### config.mk
export PLATFORM = sky130hd
export DESIGN_NAME = idt_decoder
export DESIGN_NICKNAME = d
export VERILOG_FILES = /design/src/hdl/idt_pkg.sv /design/src/hdl/idt_phase_gen.sv /design/src/hdl/idt_decoder.sv
export SDC_FILE = /design/constraint.sdc
export NUM_CORES = 1
export LEC_CHECK = 0
export BUFFER_PORTS_ARGS = -buffer_cell sky130_fd_sc_hd__buf_2
export CORE_MARGIN = 2
export CORE_UTILIZATION = 45
export CTS_CLUSTER_SIZE = 30
export DETAILED_ROUTE_END_ITERATION = 8
export HOLD_SLACK_MARGIN = 0.06
export MAX_ROUTING_LAYER = met4
export PLACE_DENSITY = 0.79
export SLEW_MARGIN = 20
export SYNTH_ARGS = -nofsm -noshare
export SYNTH_HDL_FRONTEND = slang
export SYNTH_SLANG_ARGS = --single-unit
### constraint.sdc
create_clock -name mclk -period 3.1 [get_ports mclk]
set_clock_uncertainty 0.15 [all_clocks]
set_input_delay 0.465 -clock mclk [delete_from_list [all_inputs] [get_ports mclk]]
set_output_delay 0.465 -clock mclk [all_outputs]
set_load 0.02 [all_outputs]
### src/hdl/idt_pkg.sv
// Constants, opcode patterns and decoded-word carrier for the instruction decoder.
// Assumes a single 40 MHz clock domain shared with program memory and datapath.
package idt_pkg;

    // ------------------------------------------------------------
    // Widths and timing
    // ------------------------------------------------------------
    localparam int          INSTR_W       = 14;
    localparam int          OSC_PER_CYCLE = 4;
    localparam logic [1:0]  PHASE_LAST    = 2'h3;
    localparam logic [1:0]  PHASE_READ    = 2'h1;
    localparam logic [1:0]  CYCLES_ZERO   = 2'h0;
    localparam logic [1:0]  CYCLES_ONE    = 2'h1;

    // ------------------------------------------------------------
    // Field positions
    // ------------------------------------------------------------
    localparam int OPC_HI   = 13;
    localparam int OPC_LO   = 8;
    localparam int DEST_BIT = 7;
    localparam int FA_HI    = 6;
    localparam int BIT_HI   = 9;
    localparam int BIT_LO   = 7;
    localparam int LIT_HI   = 7;
    localparam int TGT_HI   = 10;
    localparam int PTR_BIT  = 2;
    localparam int MODE_HI  = 1;

    // File addresses that act as indirect access ports
    localparam logic [6:0] INDIRECT_PORT0 = 7'h00;
    localparam logic [6:0] INDIRECT_PORT1 = 7'h01;

    // ------------------------------------------------------------
    // Opcode patterns, don't-care positions as ?
    // ------------------------------------------------------------
    localparam logic [13:0] OP_CALL        = 14'b10_0???_????_????;
    localparam logic [13:0] OP_JUMP        = 14'b10_1???_????_????;
    localparam logic [13:0] OP_RETURN      = 14'b00_0000_0000_1000;
    localparam logic [13:0] OP_RET_INT     = 14'b00_0000_0000_1001;
    localparam logic [13:0] OP_CALL_W      = 14'b00_0000_0000_1010;
    localparam logic [13:0] OP_BRANCH_W    = 14'b00_0000_0000_1011;
    localparam logic [13:0] OP_RET_LIT     = 14'b11_0100_????_????;
    localparam logic [13:0] OP_REL_BRANCH  = 14'b11_001?_????_????;
    localparam logic [13:0] OP_LOAD_PAGE   = 14'b11_0001_1???_????;
    localparam logic [13:0] OP_SKIP_CLR    = 14'b01_10??_????_????;
    localparam logic [13:0] OP_SKIP_SET    = 14'b01_11??_????_????;
    localparam logic [13:0] OP_DEC_SKIP    = 14'b00_1011_????_????;
    localparam logic [13:0] OP_INC_SKIP    = 14'b00_1111_????_????;
    localparam logic [13:0] OP_PTR_STEP    = 14'b00_0000_0001_????;
    localparam logic [13:0] OP_CLEAR_W     = 14'b00_0001_0000_00??;
    localparam logic [13:0] OP_BIT_CLASS   = 14'b01_????_????_????;
    localparam logic [13:0] OP_BYTE_LOW    = 14'b00_????_????_????;
    localparam logic [13:0] OP_BYTE_HIGH   = 14'b11_01??_????_????;
    localparam logic [13:0] OP_BYTE_SUBB   = 14'b11_1011_????_????;
    localparam logic [13:0] OP_BYTE_ADDC   = 14'b11_1101_????_????;

    // ------------------------------------------------------------
    // Types
    // ------------------------------------------------------------
    typedef enum logic [1:0] {
        IDT_CLASS_BYTE    = 2'b00,
        IDT_CLASS_BIT     = 2'b01,
        IDT_CLASS_LITCTRL = 2'b10
    } idt_class_t;

    typedef enum logic [1:0] {
        IDT_STEP_PRE_INC  = 2'b00,
        IDT_STEP_PRE_DEC  = 2'b01,
        IDT_STEP_POST_INC = 2'b10,
        IDT_STEP_POST_DEC = 2'b11
    } idt_step_t;

    typedef struct packed {
        idt_class_t  iclass;
        logic [5:0]  opcode;
        logic        dest_file;
        logic [6:0]  file_addr;
        logic [2:0]  bit_num;
        logic [7:0]  literal;
        logic [10:0] target;
        logic [6:0]  page_lit;
        logic        ptr_num;
        idt_step_t   pointer_step_mode;
        logic        names_file;
        logic        indirect;
        logic        is_skip;
    } idt_dec_t;

endpackage

### src/hdl/idt_phase_gen.sv
// Oscillator phase divider: four clocks per instruction cycle.
// Assumes mclk is the oscillator clock and resetn is asynchronous active low.
`timescale 1ns/1ps
`default_nettype none
module idt_phase_gen
    import idt_pkg::*;
(
    input  wire logic       mclk,
    input  wire logic       resetn,
    output logic [1:0]      phase,
    output logic            cycle_end
);

    always_ff @(posedge mclk or negedge resetn) begin
        if (!resetn) begin
            phase <= 2'h0;
        end else begin
            phase <= phase + 2'h1;  // Wraps after four clocks
        end
    end

    assign cycle_end = (phase == PHASE_LAST);

endmodule
`default_nettype wire

### src/hdl/idt_decoder.sv
// Instruction decoder and execution timing sequencer.
// Assumes program memory presents the next word on instr_word, stable at each
// cycle end, and the datapath drives ptr_in_prog and skip_cond on mclk.
//
// Contract
// - Each instruction is one 14-bit word holding opcode and all operands.
// - Opcodes fall into byte, bit, and literal-and-control classes.
// - Instructions take one cycle unless listed as multi-cycle.
// - Literal call and working-register call take two cycles.
// - Plain return, return with literal, interrupt return take two cycles.
// - Jumps, branches and taken skips take two cycles.
// - Indirect access with pointer in program memory adds one cycle.
// - One instruction cycle is four oscillator clocks.
// - File-register instructions always read before writing the register.
// - Destination bit zero writes working register, one writes file; clear W asserts neither w_write nor file_write.
// - File address field selects 0x00 to 0x7F in current bank.
// - Bit field selects one bit within the 8-bit register.
// - Pointer number selects one of two pointer pairs.
// - Two-bit mode picks pre/post increment/decrement.
// - Don't-care bits never change execution.
`timescale 1ns/1ps
`default_nettype none
module idt_decoder
    import idt_pkg::*;
(
    input  wire logic               mclk,
    input  wire logic               resetn,
    input  wire logic [INSTR_W-1:0] instr_word,
    input  wire logic [1:0]         ptr_in_prog,
    input  wire logic               skip_cond,
    output idt_dec_t                dec,
    output logic                    dec_valid,
    output logic                    fetch_next,
    output logic                    file_read,
    output logic                    file_write,
    output logic                    w_write,
    output logic                    flush_cycle,
    output logic [1:0]              phase,
    output logic [1:0]              extra_left
);

    // ------------------------------------------------------------
    // Cycle phases
    // ------------------------------------------------------------
    logic cycle_end;

    idt_phase_gen u_phase (
        .mclk      (mclk),
        .resetn    (resetn),
        .phase     (phase),
        .cycle_end (cycle_end)
    );

    // ------------------------------------------------------------
    // Decoding functions
    // ------------------------------------------------------------
    function automatic idt_class_t classify(input logic [13:0] w);
        idt_class_t c;
        c = IDT_CLASS_LITCTRL;
        if (w ==? OP_BIT_CLASS) begin
            c = IDT_CLASS_BIT;
        end else if ((w ==? OP_BYTE_LOW) && (w[13:8] != 6'h00)) begin
            c = IDT_CLASS_BYTE;
        end else if ((w ==? OP_BYTE_HIGH) && !(w ==? OP_RET_LIT)) begin
            c = IDT_CLASS_BYTE;
        end else if ((w ==? OP_BYTE_SUBB) || (w ==? OP_BYTE_ADDC)) begin
            c = IDT_CLASS_BYTE;
        end else if ((w[13:8] == 6'h00) && w[7]) begin
            c = IDT_CLASS_BYTE;  // Move W to file lives in the zero page
        end
        return c;
    endfunction

    // Fixed two-cycle instructions, skips excluded since they depend on the test
    function automatic logic is_two_cycle(input logic [13:0] w);
        return (w ==? OP_CALL) || (w ==? OP_CALL_W)
            || (w ==? OP_RETURN) || (w ==? OP_RET_LIT) || (w ==? OP_RET_INT)
            || (w ==? OP_JUMP) || (w ==? OP_REL_BRANCH) || (w ==? OP_BRANCH_W);
    endfunction

    function automatic idt_dec_t decode(input logic [13:0] w);
        idt_dec_t d;
        d                   = '0;
        d.iclass            = classify(w);
        d.opcode            = w[OPC_HI:OPC_LO];
        d.file_addr         = w[FA_HI:0];
        d.dest_file         = w[DEST_BIT];
        d.bit_num           = w[BIT_HI:BIT_LO];
        d.literal           = w[LIT_HI:0];
        d.target            = w[TGT_HI:0];
        d.page_lit          = (w ==? OP_LOAD_PAGE) ? w[6:0] : 7'h00;
        d.names_file        = (d.iclass != IDT_CLASS_LITCTRL) && !(w ==? OP_CLEAR_W);
        d.is_skip           = (w ==? OP_SKIP_CLR) || (w ==? OP_SKIP_SET)
                           || (w ==? OP_DEC_SKIP) || (w ==? OP_INC_SKIP);
        if (w ==? OP_PTR_STEP) begin
            d.indirect          = 1'b1;
            d.ptr_num           = w[PTR_BIT];
            d.pointer_step_mode = idt_step_t'(w[MODE_HI:0]);
        end else if (d.names_file && ((d.file_addr == INDIRECT_PORT0)
                                   || (d.file_addr == INDIRECT_PORT1))) begin
            d.indirect = 1'b1;
            d.ptr_num  = d.file_addr[0];
        end
        // Byte ops in the first two opcode rows also take the destination from bit 7
        if ((w[13:8] == 6'h00) || (w[13:8] == 6'h01)) begin
            d.dest_file = w[DEST_BIT];
        end
        return d;
    endfunction

    // ------------------------------------------------------------
    // Next-instruction decode
    // ------------------------------------------------------------
    idt_dec_t next_dec;
    logic     next_two;

    // Don't-care bits are masked by the ?-patterns, so 0 or 1 decode alike
    assign next_dec = decode(instr_word);
    assign next_two = is_two_cycle(instr_word);

    // ------------------------------------------------------------
    // Cycle sequencing
    // ------------------------------------------------------------
    logic first_cycle;
    logic ind_penalty;
    logic skip_taken;

    // Pointer location is sampled in the first cycle, after the pointer settles
    assign ind_penalty = dec_valid && first_cycle && dec.indirect
                         && ptr_in_prog[dec.ptr_num];
    assign skip_taken  = dec_valid && first_cycle && dec.is_skip && skip_cond;
    assign fetch_next  = cycle_end && (extra_left == CYCLES_ZERO)
                         && !ind_penalty && !skip_taken;

    always_ff @(posedge mclk or negedge resetn) begin
        if (!resetn) begin
            dec       <= '0;
            dec_valid <= 1'b0;
        end else if (fetch_next) begin
            dec       <= next_dec;
            dec_valid <= 1'b1;
        end
    end

    always_ff @(posedge mclk or negedge resetn) begin
        if (!resetn) begin
            extra_left  <= CYCLES_ZERO;
            first_cycle <= 1'b0;
        end else if (cycle_end) begin
            if (fetch_next) begin
                extra_left  <= next_two ? CYCLES_ONE : CYCLES_ZERO;
                first_cycle <= 1'b1;
            end else if (first_cycle) begin
                // Both penalties may stack: up to three cycles in total
                extra_left  <= extra_left + {1'b0, skip_taken}
                               + {1'b0, ind_penalty} - CYCLES_ONE;
                first_cycle <= 1'b0;
            end else begin
                extra_left  <= extra_left - CYCLES_ONE;
            end
        end
    end

    // ------------------------------------------------------------
    // Read-modify-write strobes
    // ------------------------------------------------------------
    always_ff @(posedge mclk or negedge resetn) begin
        if (!resetn) begin
            file_read  <= 1'b0;
            file_write <= 1'b0;
            w_write    <= 1'b0;
        end else begin
            // Read always precedes write, even for write-only instructions
            file_read  <= dec_valid && first_cycle && dec.names_file
                          && (phase == PHASE_READ);
            file_write <= dec_valid && first_cycle && dec.names_file
                          && dec.dest_file && (phase == PHASE_LAST - 2'h1);
            w_write    <= dec_valid && first_cycle && dec.names_file
                          && (dec.iclass == IDT_CLASS_BYTE) && !dec.dest_file
                          && (phase == PHASE_LAST - 2'h1);
        end
    end

    always_ff @(posedge mclk or negedge resetn) begin
        if (!resetn) begin
            flush_cycle <= 1'b0;
        end else if (cycle_end) begin
            flush_cycle <= !fetch_next;  // Extra cycles execute as no-ops
        end
    end

endmodule
`default_nettype wire

==> flow_summary.yaml <==
status:
  status: "finished, final reports clean"
power_and_ir_drop:
  p_leak_nw: 1.23
  power_frac_comb_pct: 46.9
  p_sw_uw: 898
  ir_drop_uv: 661
  cellPowerDensity_nw_per_um2: 907
  clkPwrFrac_pct: 14.9
  internal_power_mw: 1.18
  p_seq_share_pct: 38.2
  switching_share_pct: 43.2
die:
  initial_core_util_pct: 47.8
  die_x_um: 69.9
  rows: 23
  top_level_ports: 80
  die_area_um2: 4880
  die_height_um: 69.9
  coreArea_um2: 4090
drt:
  drc: 0
  vias_per_cell: 5.22
  num_vias: 1539
  ant_nets: 0
  routedWlPerCell_um: 13.7
  drtPass1Iterations: 4
  drt_iter0_markers: 120
  finalWirelength_um: 4030
critical_path:
  crit_type: "reg -> out"
  startpoint_type: "flip-flop"
  cp_slowest_cell: "dfrtp_1"
  critPathMaxStageDelay_ns: 0.40
  cp_max_fo: 13
  endpoint_kind: "output pin"
  critPathTopFamily: "buffers and inverters"
  crit_required_ns: 2.48
  crit_buf_inv: 3
  worstPathArrival_ns: 1.80
  path_cells: "ha_1 > nand3_1 > or2_1 > inv_1 > buf_4 > buf_2"
placed_design:
  dpl.hpwl_um: 2940
  place_inst: 289
  gp_congestion: 0.864
  port_buffers: 79
synthesis:
  synth_top_cell_area_share_pct: 50.0
  synthesis.nets: 215
  yosysMostFrequentCell: "dfrtp_1"
  synth.area.top_cells: "dfrtp_1 50%, buf_4 8.5%, mux2_2 6.3%"
  synth_edf_count: 0
  synthMuxAreaShare_pct: 7.88
  yosysWarnings: 0
  yosys.area_share.xor_xnor_pct: 1.22
  ys_async_sr_fraction_pct: 100
  netlist_area_um2: 1950
  synth-main-ff-cell: "dfrtp_1"
  synth_seq_cells: 39
  ys_types: 36
  syn_inst: 190
  synth_fa_ha_area_share_pct: 3.84
  yosysTopAreaCell: "dfrtp_1"
  synth-simple-area-share_pct: 16.0
  synth_common_cells: "39 x dfrtp_1, 25 x nand2_1, 22 x buf_4"
  synth_area_per_cell_um2: 10.3
  synth_compound_area_share_pct: 8.52
  ys_seq_area_share_pct: 50.0
  synth_top_family_by_area: "simple AND/OR/NAND/NOR gates"
layout:
  stdcell_count: 295
  diodes: 0
  postLayoutCoreUtil_pct: 56.1
  syn2layout_area_growth_pct: 17.3
  nets: 271
  drive_above_1_share_pct: 40.4
  fill_cells: 374
clock_tree:
  clk_latency_ns: 0.29
  tritoncts: "yes"
  hold_buffers: 0
  clk_pin_slew_worst_paths_ns: 0.07
  cts_resized: 0
  cts_buffers: 5
  post_cts_buffers: 0
  root_buffer: "clkbuf_8"
  cts.sinks: 39
  cts_max_path_buffers: 2
  htreeDepth: 2
global_route:
  grtUsageTotal_pct: 17.9
  grt_pass1_wl_um: 6730
  overflow: 0
  grt_pass1_vias: 1420
  antenna_found_initial: 0
  grt_start_max_net_pins: 40
timing:
  tightest_slew_ns: 0.839
  rsz0062_at_grt: "no"
  finalSetupTns_ns: 0
  setup_violations: 0
  slew-limit-headroom_pct: 44.1
  fmax_mhz: 414
  min_period_ns: 2.41
  finalMaxSlewViolations: 0
  period_share_pct: 77.8
  hold_violations: 0
flow_run:
  maxCapViolCount: 0
hold_path:
  hold_path_class: "in -> async"
-- placed cells by master, fill, tap and decap left out, types with 3 or more instances in the layout --
master | Yosys | layout
nand3_1 | 14 | 14
ha_1 | 6 | 6
o21ai_0 | 9 | 9
buf_2 | 4 | 79
dfrtp_1 | 39 | 39
inv_1 | 10 | 10
nand2_1 | 25 | 25
mux2_2 | 11 | 11
nor2_1 | 8 | 8
clkbuf_8 | 0 | 5
and3_1 | 3 | 3
a21oi_1 | 3 | 3
mux2i_1 | 3 | 3
-- final cells by class --
| type | instances | area (µm²) | share of cell area (%) |
|---|---|---|---|
| Sequential cell | 39 | 976 | 42.6 |
| Inverter | 10 | 37.5 | 1.64 |
| Clock buffer | 6 | 72.6 | 3.17 |
| Timing Repair Buffer | 81 | 410 | 17.9 |
| Multi-Input combinational cell | 109 | 732 | 31.9 |
| Tap cell | 50 | 62.6 | 2.73 |
-- routing by layer --
layer	global-route usage, %	vias to the layer above	wire length (µm)
met1	25.3	725	1820
met5	-	-	0
met2	25.3	72	1810
li1	-	738	-
met4	3.85	0	31
met3	5.77	4	362
-- worst reg2reg max path: cells and delay by family (launching register included) --
family	cells	cell delay [ns]
simple gates	2	0.25
fa+ha+maj	1	0.30
flops	1	0.42
mux	1	0.39
buf+inv	1	0.37
-- cell families after synthesis --
| kind of cell | Yosys count |
|---|---|
| and+or+nand+nor | 64 |
| buffers and inverters | 42 |
| DFF | 39 |
| AOI/OAI and AO/OA | 24 |
| muxes | 14 |
| adders and majority gates | 6 |
| xor gates and xnor gates | 1 |
-- stage by stage --
stage               hold slack, ns  instance area (µm²)  power (mW)  worst slack [ns]
floorplan                   0.0194                 1950        1.62             0.893
finish                       0.131                 2290        2.08             0.687
detailed placement           0.300                 2220        1.79             0.992
CTS                          0.154                 2290        2.11             0.674
global route                 0.194                 2290        2.21             0.529
global placement             0.301                 2220        1.78              1.02
-- power groups by stage --
| stage | clock (mW) | sequential [mW] | combinational, mW |
|---|---|---|---|
| 3_3_place_gp | 0 | 0.799 | 0.977 |
| 2_1_floorplan | 0 | 0.984 | 0.637 |
| 4_1_cts | 0.321 | 0.797 | 0.989 |
| 6_report | 0.310 | 0.793 | 0.975 |
| 3_5_place_dp | 0 | 0.806 | 0.987 |
| 5_1_grt | 0.345 | 0.820 | 1.05 |
-- worst paths after layout --
kind | cells after the start | from | slack [ns] | to
min in group mclk | 3 | instr_word[0] | 0.28 | dec[35]
setup / recovery | 6 | u_phase.phase[1] | 0.69 | fetch_next
hold / removal | 1 | resetn | 0.13 | dec[46]
hold reg to reg | 2 | dec[6] | 0.31 | dec[6]
max in group asynchronous | 1 | resetn | 2.14 | dec[3]
setup reg to reg | 5 | u_phase.phase[0] | 1.10 | dec[48]
-- state kept, by name (all words and copies together), names as in the netlist --
name / cells
file_read: 1
first_cycle: 1
file_write: 1
dec: 29
extra_left: 2
flush_cycle: 1
u_phase.phase: 2
dec_valid: 1
w_write: 1
(Power assumes the default switching activity.)
